[src/pkg/pe_status_pkg.sv]
// Constants and types for the program/erase status word logic
package pe_status_pkg;
	localparam int STATUS_W      = 8;
	localparam int BIT_READY     = 7;
	localparam int BIT_ERS_SUSP  = 6;
	localparam int BIT_ERS_FAIL  = 5;
	localparam int BIT_PRG_FAIL  = 4;
	localparam int BIT_SUPPLY    = 3;
	localparam int BIT_PRG_SUSP  = 2;
	localparam int BIT_LOCK      = 1;
	localparam int BIT_BANK      = 0;
	localparam logic [7:0] STATUS_RESET = 8'h80;
	localparam int BANK_W_DEF    = 4;
	localparam int DATA_W_DEF    = 16;
	localparam int SYNC_STAGES   = 2;

	typedef enum logic [2:0] {
		ENG_IDLE,
		ENG_RUN,
		ENG_SUSP_WAIT,
		ENG_SUSPENDED
	} engine_state_t;

	typedef enum logic [1:0] {
		OP_NONE,
		OP_PROGRAM,
		OP_ERASE
	} op_kind_t;
endpackage

[src/verilog/pin_sync.sv]
// Two-stage synchroniser for a bundle of pin levels
`timescale 1ns/100ps
`default_nettype none
module pin_sync #(
	parameter int WIDTH = 1
) (
	input  wire logic             ref_clk,
	input  wire logic             resetn,
	input  wire logic [WIDTH-1:0] async_in,
	output var  logic [WIDTH-1:0] sync_out
);
	logic [WIDTH-1:0] meta_q;

	// First stage feeds only the second
	always_ff @(posedge ref_clk or negedge resetn) begin
		if (!resetn) begin
			meta_q   <= '0;
			sync_out <= '0;
		end else begin
			meta_q   <= async_in;
			sync_out <= meta_q;
		end
	end
endmodule
`default_nettype wire

[src/verilog/flash_program_erase_status.sv]
// Program/erase status word generation, error stickiness and output latch
// What this block does
// - Status word latched at falling chip or output enable, held until enable rises.
// - During program/erase, reads in that bank return status unless read-array issued.
// - Ready, suspend and bank flags set and cleared by hardware from internal state.
// - Error flags stick until clear-status command or hardware reset.
// - Bits seven to one are device wide; bit zero follows the addressed bank.
// - Ready reads zero while engine active, one when idle.
// - After suspend, ready stays zero until engine paused, then one.
// - Erase-suspended reads one while erase suspended awaiting resume.
// - Program-suspended reads one while program suspended awaiting resume.
// - Resume clears suspended flag; late suspend may let operation finish instead.
// - Erase-fail set when max erase pulses applied and verify still fails.
// - Program-fail set when max program pulses applied and verify still fails.
// - Programming one over zero sets program-fail only with fast-program voltage.
// - Supply sampled at op start; below lockout sets supply-fault, op skipped.
// - Program or erase on locked block with supply above lockout sets lock-violation and aborts.
// - Busy: bit zero zero if addressed bank busy, one if another; ready: zero.
// - Factory mode busy: bit zero zero means next word ok; ready and zero exits.
`timescale 1ns/100ps
`default_nettype none
module flash_program_erase_status
	import pe_status_pkg::*;
#(
	parameter int BANK_W = BANK_W_DEF,
	parameter int DATA_W = DATA_W_DEF
) (
	input  wire logic              ref_clk,
	input  wire logic              resetn,
	// Memory bus pins (asynchronous to ref_clk)
	input  wire logic              chip_enable_n,
	input  wire logic              output_enable_n,
	input  wire logic [BANK_W-1:0] read_bank,
	// Program supply comparators on the program_supply_pin
	input  wire logic              supply_below_lockout,
	input  wire logic              fast_program_voltage,
	// Command decoder strobes, one cycle each, same clock; factory_program_mode is a held level
	input  wire logic              cmd_start,
	input  wire logic              cmd_is_erase,
	input  wire logic [BANK_W-1:0] cmd_bank,
	input  wire logic              cmd_block_locked,
	input  wire logic              cmd_suspend,
	input  wire logic              cmd_resume,
	input  wire logic              cmd_clear_status,
	input  wire logic              cmd_read_array,
	input  wire logic              cmd_read_status,
	input  wire logic              factory_program_mode,
	// Array algorithm events, one cycle each, same clock
	input  wire logic              alg_done,
	input  wire logic              alg_paused,
	input  wire logic              alg_max_pulse_fail,
	input  wire logic              alg_one_over_zero,
	input  wire logic              alg_word_ready,
	// Outputs
	output var  logic [DATA_W-1:0] status_data,
	output var  logic              status_select,
	output var  logic              alg_go,
	output var  logic              alg_pause_req
);
	engine_state_t     eng_q;
	op_kind_t          op_q;
	logic [BANK_W-1:0] op_bank_q;
	logic              read_array_q;
	logic              ers_fail_q;
	logic              prg_fail_q;
	logic              supply_q;
	logic              lock_q;
	logic              ers_susp_q;
	logic              prg_susp_q;
	logic              word_busy_q;
	logic              held_q;
	logic              start_ok;
	logic              start_bad_supply;
	logic              start_bad_lock;
	logic              ready;
	logic              bank0;
	logic [7:0]        live_word;

	logic [BANK_W+1:0] pins_sync;
	logic              ce_n_s;
	logic              oe_n_s;
	logic [BANK_W-1:0] bank_s;
	logic              enable_s;
	logic              enable_prev_q;
	logic [1:0]        supply_sync;
	logic              below_lockout_s;
	logic              fast_voltage_s;

	pin_sync #(
		.WIDTH(BANK_W + 2)
	) u_pin_sync (
		.ref_clk (ref_clk),
		.resetn  (resetn),
		.async_in({chip_enable_n, output_enable_n, read_bank}),
		.sync_out(pins_sync)
	);

	assign ce_n_s   = pins_sync[BANK_W+1];
	assign oe_n_s   = pins_sync[BANK_W];
	assign bank_s   = pins_sync[BANK_W-1:0];
	assign enable_s = !ce_n_s && !oe_n_s;

	// Supply comparators are analogue levels, not ref_clk logic
	pin_sync #(
		.WIDTH(2)
	) u_supply_sync (
		.ref_clk (ref_clk),
		.resetn  (resetn),
		.async_in({supply_below_lockout, fast_program_voltage}),
		.sync_out(supply_sync)
	);

	assign below_lockout_s = supply_sync[1];
	assign fast_voltage_s  = supply_sync[0];

	// Supply sampled only here, at the start of the operation
	assign start_bad_supply = cmd_start && (eng_q == ENG_IDLE) && below_lockout_s;
	assign start_bad_lock   = cmd_start && (eng_q == ENG_IDLE) && !below_lockout_s
		&& cmd_block_locked;
	assign start_ok = cmd_start && (eng_q == ENG_IDLE) && !below_lockout_s
		&& !cmd_block_locked;

	// Engine state: busy, pause handshake, suspended
	always_ff @(posedge ref_clk or negedge resetn) begin
		if (!resetn) begin
			eng_q <= ENG_IDLE;
		end else begin
			case (eng_q)
				ENG_IDLE: begin
					if (start_ok) begin
						eng_q <= ENG_RUN;
					end
				end
				ENG_RUN: begin
					if (alg_done) begin
						eng_q <= ENG_IDLE;
					end else if (cmd_suspend) begin
						eng_q <= ENG_SUSP_WAIT;
					end
				end
				ENG_SUSP_WAIT: begin
					// Finishing wins over pausing near the end
					if (alg_done) begin
						eng_q <= ENG_IDLE;
					end else if (alg_paused) begin
						eng_q <= ENG_SUSPENDED;
					end
				end
				ENG_SUSPENDED: begin
					if (cmd_resume) begin
						eng_q <= ENG_RUN;
					end
				end
				default: begin
					eng_q <= ENG_IDLE;
				end
			endcase
		end
	end

	always_ff @(posedge ref_clk or negedge resetn) begin
		if (!resetn) begin
			op_q <= OP_NONE;
		end else if (start_ok) begin
			op_q <= cmd_is_erase ? OP_ERASE : OP_PROGRAM;
		end else if (eng_q != ENG_IDLE && alg_done) begin
			op_q <= OP_NONE;
		end
	end

	always_ff @(posedge ref_clk or negedge resetn) begin
		if (!resetn) begin
			op_bank_q <= '0;
		end else if (start_ok) begin
			op_bank_q <= cmd_bank;
		end
	end

	// Suspended flags follow the engine autonomously
	always_ff @(posedge ref_clk or negedge resetn) begin
		if (!resetn) begin
			ers_susp_q <= 1'b0;
		end else if (eng_q == ENG_SUSP_WAIT && alg_paused && !alg_done) begin
			ers_susp_q <= (op_q == OP_ERASE);
		end else if (eng_q == ENG_SUSPENDED && cmd_resume) begin
			ers_susp_q <= 1'b0;
		end
	end

	always_ff @(posedge ref_clk or negedge resetn) begin
		if (!resetn) begin
			prg_susp_q <= 1'b0;
		end else if (eng_q == ENG_SUSP_WAIT && alg_paused && !alg_done) begin
			prg_susp_q <= (op_q == OP_PROGRAM);
		end else if (eng_q == ENG_SUSPENDED && cmd_resume) begin
			prg_susp_q <= 1'b0;
		end
	end

	// Sticky errors; a new event in the clearing cycle wins
	always_ff @(posedge ref_clk or negedge resetn) begin
		if (!resetn) begin
			ers_fail_q <= 1'b0;
		end else if (eng_q != ENG_IDLE && alg_max_pulse_fail && op_q == OP_ERASE) begin
			ers_fail_q <= 1'b1;
		end else if (cmd_clear_status) begin
			ers_fail_q <= 1'b0;
		end
	end

	always_ff @(posedge ref_clk or negedge resetn) begin
		if (!resetn) begin
			prg_fail_q <= 1'b0;
		end else if (eng_q != ENG_IDLE && alg_max_pulse_fail && op_q == OP_PROGRAM) begin
			prg_fail_q <= 1'b1;
		end else if (eng_q != ENG_IDLE && op_q == OP_PROGRAM && alg_one_over_zero
			&& fast_voltage_s) begin
			prg_fail_q <= 1'b1;
		end else if (cmd_clear_status) begin
			prg_fail_q <= 1'b0;
		end
	end

	always_ff @(posedge ref_clk or negedge resetn) begin
		if (!resetn) begin
			supply_q <= 1'b0;
		end else if (start_bad_supply) begin
			supply_q <= 1'b1;
		end else if (cmd_clear_status) begin
			supply_q <= 1'b0;
		end
	end

	always_ff @(posedge ref_clk or negedge resetn) begin
		if (!resetn) begin
			lock_q <= 1'b0;
		end else if (start_bad_lock) begin
			lock_q <= 1'b1;
		end else if (cmd_clear_status) begin
			lock_q <= 1'b0;
		end
	end

	// Factory mode word handshake: busy from word accepted until ready
	always_ff @(posedge ref_clk or negedge resetn) begin
		if (!resetn) begin
			word_busy_q <= 1'b0;
		end else if (!factory_program_mode || alg_word_ready) begin
			word_busy_q <= 1'b0;
		end else if (start_ok) begin
			word_busy_q <= 1'b1;
		end
	end

	// Read-array since the start releases status mode in the busy bank
	always_ff @(posedge ref_clk or negedge resetn) begin
		if (!resetn) begin
			read_array_q <= 1'b0;
		end else if (start_ok || cmd_read_status) begin
			read_array_q <= 1'b0;
		end else if (cmd_read_array) begin
			read_array_q <= 1'b1;
		end
	end

	assign ready = (eng_q == ENG_IDLE) || (eng_q == ENG_SUSPENDED);

	always_comb begin
		if (ready) begin
			bank0 = 1'b0;
		end else if (factory_program_mode) begin
			bank0 = word_busy_q;
		end else begin
			bank0 = (bank_s != op_bank_q);
		end
	end

	always_comb begin
		live_word               = '0;
		live_word[BIT_READY]    = ready;
		live_word[BIT_ERS_SUSP] = ers_susp_q;
		live_word[BIT_ERS_FAIL] = ers_fail_q;
		live_word[BIT_PRG_FAIL] = prg_fail_q;
		live_word[BIT_SUPPLY]   = supply_q;
		live_word[BIT_PRG_SUSP] = prg_susp_q;
		live_word[BIT_LOCK]     = lock_q;
		live_word[BIT_BANK]     = bank0;
	end

	// Synchroniser resets to enabled; start as enabled so no false capture
	always_ff @(posedge ref_clk or negedge resetn) begin
		if (!resetn) begin
			enable_prev_q <= 1'b1;
			held_q        <= 1'b1;
		end else begin
			enable_prev_q <= enable_s;
			held_q        <= enable_s;
		end
	end

	// Output latch: captured at enable fall, frozen while enabled
	always_ff @(posedge ref_clk or negedge resetn) begin
		if (!resetn) begin
			status_data <= {{(DATA_W-STATUS_W){1'b0}}, STATUS_RESET};
		end else if (enable_s && !enable_prev_q) begin
			// Upper lines low so wide buses read a clean byte
			status_data <= {{(DATA_W-STATUS_W){1'b0}}, live_word};
		end else if (!enable_s && !held_q) begin
			status_data <= {{(DATA_W-STATUS_W){1'b0}}, live_word};
		end
	end

	// Status mode while busy in the addressed bank; read-array lifts it
	always_ff @(posedge ref_clk or negedge resetn) begin
		if (!resetn) begin
			status_select <= 1'b0;
		end else begin
			status_select <= (eng_q != ENG_IDLE) && (bank_s == op_bank_q)
				&& !read_array_q;
		end
	end

	always_ff @(posedge ref_clk or negedge resetn) begin
		if (!resetn) begin
			alg_go <= 1'b0;
		end else begin
			alg_go <= start_ok || (eng_q == ENG_SUSPENDED && cmd_resume);
		end
	end

	always_ff @(posedge ref_clk or negedge resetn) begin
		if (!resetn) begin
			alg_pause_req <= 1'b0;
		end else begin
			alg_pause_req <= (eng_q == ENG_SUSP_WAIT);
		end
	end
endmodule
`default_nettype wire

[config.mk]
export PLATFORM = sky130hd
export DESIGN_NAME = flash_program_erase_status
export DESIGN_NICKNAME = d
export VERILOG_FILES = /design/src/pkg/pe_status_pkg.sv /design/src/verilog/pin_sync.sv /design/src/verilog/flash_program_erase_status.sv
export SDC_FILE = /design/constraint.sdc
export NUM_CORES = 1
export LEC_CHECK = 0
export ABC_CLOCK_PERIOD_IN_PS = 2090
export BUFFER_PORTS_ARGS = -buffer_cell sky130_fd_sc_hd__buf_2
export CAP_MARGIN = 20
export CORE_MARGIN = 2
export CORE_UTILIZATION = 35
export DETAILED_ROUTE_END_ITERATION = 8
export GPL_TIMING_DRIVEN = 0
export PLACE_DENSITY_LB_ADDON = 0.15
export SETUP_SLACK_MARGIN = 0.4
export SLEW_MARGIN = 20
export SYNTH_ARGS = -nofsm -noshare
export SYNTH_HDL_FRONTEND = slang
export SYNTH_HIERARCHICAL = 1
export SYNTH_SLANG_ARGS = --single-unit
[constraint.sdc]
create_clock -name ref_clk -period 2.09 [get_ports ref_clk]
set_clock_uncertainty 0.2 [all_clocks]
set_input_delay 0.3135 -clock ref_clk [delete_from_list [all_inputs] [get_ports ref_clk]]
set_output_delay 0.3135 -clock ref_clk [all_outputs]
set_load 0.03 [all_outputs]
==> results.toml <==
[grt]
wire_length_of_the_first_global_routing_pass_um = 5140
global_route.peak_usage_layer = "met2"
grt_max_degree = 45
grt_util_met2 = 0.244
overflow = 0
global_route.usage.met3 = 0.0455
globalRouteMet1Util = 0.120
number_of_global_route_vias_before_repair = 1208
antenna_found_initial = 0
track_usage = 0.126

[place]
post-place-ws_ns = 0.144
finalWeightedCongestion = 0.687
placed_instance_area_mm2 = 0.00207
place.port_buffers = 38
dp_cells = 256
dp_hpwl_um = 2260

[power_and_ir_drop]
ir_drop_mv = 0.569
leakage_nw = 1.24
power_per_cell_area_mw_per_mm2 = 1130
power.total_mw = 2.84

[setup_path]
critical_path_arrival_ns = 1.83
worst_r2r_path_depth = 7
worst_ep_required_time_ns = 2.10
critical_path.endpoint_type = "flop"
crit_path_start_kind = "flop"
timing_worst_setup_path_type = "reg -> reg"
path_max_fanout = 3

[floorplanning]
num_io_pins = 47
die-width_um = 74.9
fp.dieArea_mm2 = 0.00562
fp.dieH_um = 74.9
initial_utilization = 0.368
rows = 25
core-area_mm2 = 0.00479

[sta]
timing_hold_violations_final = 0
final.setup.worst_slack_ns = 0.277
maxClockFrequency_mhz = 552
final_setup_violating_endpoints = 0
slew_violations = 0
hold-worst-slack_ns = 0.0226
maxSlewHeadroom = 0.619
fin_crit_sh = 0.868
post_route_setup_tns_ns = 0
setup_repair_after_global_routing_missed_its_margin = "yes"
finalCriticalPeriod_ns = 1.81
worst-slew-pin-transition_ns = 0.572

[routing]
post_route_wl_um = 3350
drt-pass1-iter-count = 3
vias = 1233
drt-wirelength-per-cell_um = 11.8
antenna_violating_nets_post_route = 0
drt_iter0_markers = 43
detail_route.drc_violations = 0
detail_route.vias_per_cell = 4.33

[clock_network]
number_of_buffers_on_the_longest_clock_path = 2
clock_sink_count = 44
clk_pin_slew_ns = 0.08
htree_levels = 2
cts_tree = "done"
clock-root-buffer = "sky130_fd_sc_hd__clkbuf_8"
cts_inserted_buffers = 5
insertion_delay_to_the_later_sink_of_the_worst_skew_pair_ns = 0.29

[final_layout]
syn2layout_area_growth_pct = 42.3
layout.filler_cells = 423
diodes = 0
finish.net_count = 251
fin_util = 0.524
layout_cells_excl_fill = 285
most_common_cell_after_layout_fill_and_taps_aside = "sky130_fd_sc_hd__dfrtp_1"
design_area_mm2 = 0.00251
layout_common_cells = "sky130_fd_sc_hd__dfrtp_1 (42), sky130_fd_sc_hd__buf_2 (37), sky130_fd_sc_hd__buf_4 (17)"
final_layout_size_suffix_gt1_frac = 0.413

[yosys]
number_of_flops_mapped_to_enable_cells_by_yosys = 0
synthesis.instances = 144
synth_warnings = 6
ys.flop_type = "sky130_fd_sc_hd__dfrtp_1"
synth-seq-cells = 44
synthDistinctLibCells = 32
async_flop_share = 1.00
syn_area_mm2 = 0.00176
synth_area_per_cell_um2 = 12.2
synth.yosys.seq_area_share = 0.626

[flow_run]
cap_viol_max_count = 0

[outcome]
result_of_the_run = "finished, final reports clean"

[min_path]
holdCritPathClass = "in -> reg"
worstHoldPathCells = 3
[final cells by class]
type / count / area [µm²] / area share
Sequential cell: 44 / 1100 / 0.440
Multi-Input combinational cell: 85 / 647 / 0.258
Timing Repair Buffer: 60 / 405 / 0.162
Buffer: 12 / 101 / 0.0404
Tap cell: 67 / 83.8 / 0.0334
Clock buffer: 5 / 68.8 / 0.0274
Clock inverter: 2 / 60.1 / 0.0240
Inverter: 10 / 37.5 / 0.0150
[state kept, by name, indices dropped and copies added (netlist names)]
signal,cells
prg_susp_q,1
u_pin_sync/meta_q,6
supply_q,1
lock_q,1
eng_q,2
word_busy_q,1
ers_fail_q,1
alg_pause_req,1
u_supply_sync/meta_q,2
u_pin_sync/sync_out,6
enable_prev_q,1
alg_go,1
status_select,1
u_supply_sync/sync_out,2
op_q,2
ers_susp_q,1
status_data,8
op_bank_q,4
read_array_q,1
prg_fail_q,1
[synthesized netlist by cell type (2+ instances only)]
library cell | n | area [µm²]
sky130_fd_sc_hd__a21oi_1 | 2 | 10.0
sky130_fd_sc_hd__buf_4 | 8 | 60.1
sky130_fd_sc_hd__buf_6 | 2 | 22.5
sky130_fd_sc_hd__dfrtp_1 | 42 | 1050
sky130_fd_sc_hd__dfstp_2 | 2 | 52.6
sky130_fd_sc_hd__ha_1 | 5 | 62.6
sky130_fd_sc_hd__inv_1 | 10 | 37.5
sky130_fd_sc_hd__mux2_2 | 2 | 22.5
sky130_fd_sc_hd__mux2i_1 | 2 | 20.0
sky130_fd_sc_hd__nand2_1 | 20 | 75.1
sky130_fd_sc_hd__nand2b_1 | 3 | 18.8
sky130_fd_sc_hd__nand3_1 | 5 | 25.0
sky130_fd_sc_hd__nor2_1 | 3 | 11.3
sky130_fd_sc_hd__nor2b_1 | 4 | 25.0
sky130_fd_sc_hd__nor3_1 | 3 | 15.0
sky130_fd_sc_hd__nor3b_1 | 3 | 22.5
sky130_fd_sc_hd__o21ai_0 | 9 | 45.0
sky130_fd_sc_hd__o32ai_1 | 2 | 17.5
sky130_fd_sc_hd__xnor2_1 | 4 | 35.0
[power by group]
group	internal [mW]	switching (mW)
registers	1.02	0.0818
logic	0.484	0.507
clock network	0.470	0.271
[critical path, cell delays in order, from the launching register on]
cell	delay (ns)
sky130_fd_sc_hd__dfrtp_1	0.39
sky130_fd_sc_hd__inv_2	0.08
sky130_fd_sc_hd__ha_4	0.13
sky130_fd_sc_hd__buf_8	0.10
sky130_fd_sc_hd__nand4bb_4	0.10
sky130_fd_sc_hd__buf_8	0.14
sky130_fd_sc_hd__a2111oi_4	0.36
sky130_fd_sc_hd__mux2i_1	0.23
[layer usage]
layer	share of wire	vias up
li1	-	600
met1	0.36	595
met2	0.57	32
met3	0.053	6
met4	0.015	0
met5	0	-
[cells by family (layout without fill, tap and decap cells)]
| kind of cell | after synthesis | after routing | synth area share |
|---|---|---|---|
| AO/OA/AOI/OAI | 18 | 18 | 0.0753 |
| XOR/XNOR | 4 | 4 | 0.0199 |
| other | 1 | 8 | 0.00213 |
| adder cells (fa/ha/maj) | 5 | 5 | 0.0355 |
| multiplexers | 4 | 4 | 0.0241 |
| flip-flops | 44 | 44 | 0.626 |
| buffers and inverters | 22 | 89 | 0.0732 |
| AND/OR/NAND/NOR | 46 | 46 | 0.143 |
[path summary, 6_finish.rpt]
check | from | end | slack [ns]
worst max-delay path | eng_q[0]$_DFFE_PN0P_ | eng_q[0]$_DFFE_PN0P_ | 0.28
worst min-delay path | cmd_bank[2] | op_bank_q[2]$_DFFE_PN0P_ | 0.02
worst max register to register | eng_q[0]$_DFFE_PN0P_ | eng_q[0]$_DFFE_PN0P_ | 0.28
worst min register to register | u_pin_sync/meta_q[0]$_DFF_PN0_ | u_pin_sync/sync_out[0]$_DFF_PN0_ | 0.15
max in group asynchronous | resetn | status_data[7]$_DFFE_PN1P_ | 0.93
min in group asynchronous | resetn | u_pin_sync/sync_out[1]$_DFF_PN0_ | 0.38
[repair_timing]
action,CTS,global route
gates resized for setup,5,19
hold endpoints to repair,14,0
hold buffers,11,0
pin swaps,4,6
buffers inserted,9,2
endpoints found under the setup margin,9,37
(Power assumes the default switching activity.)
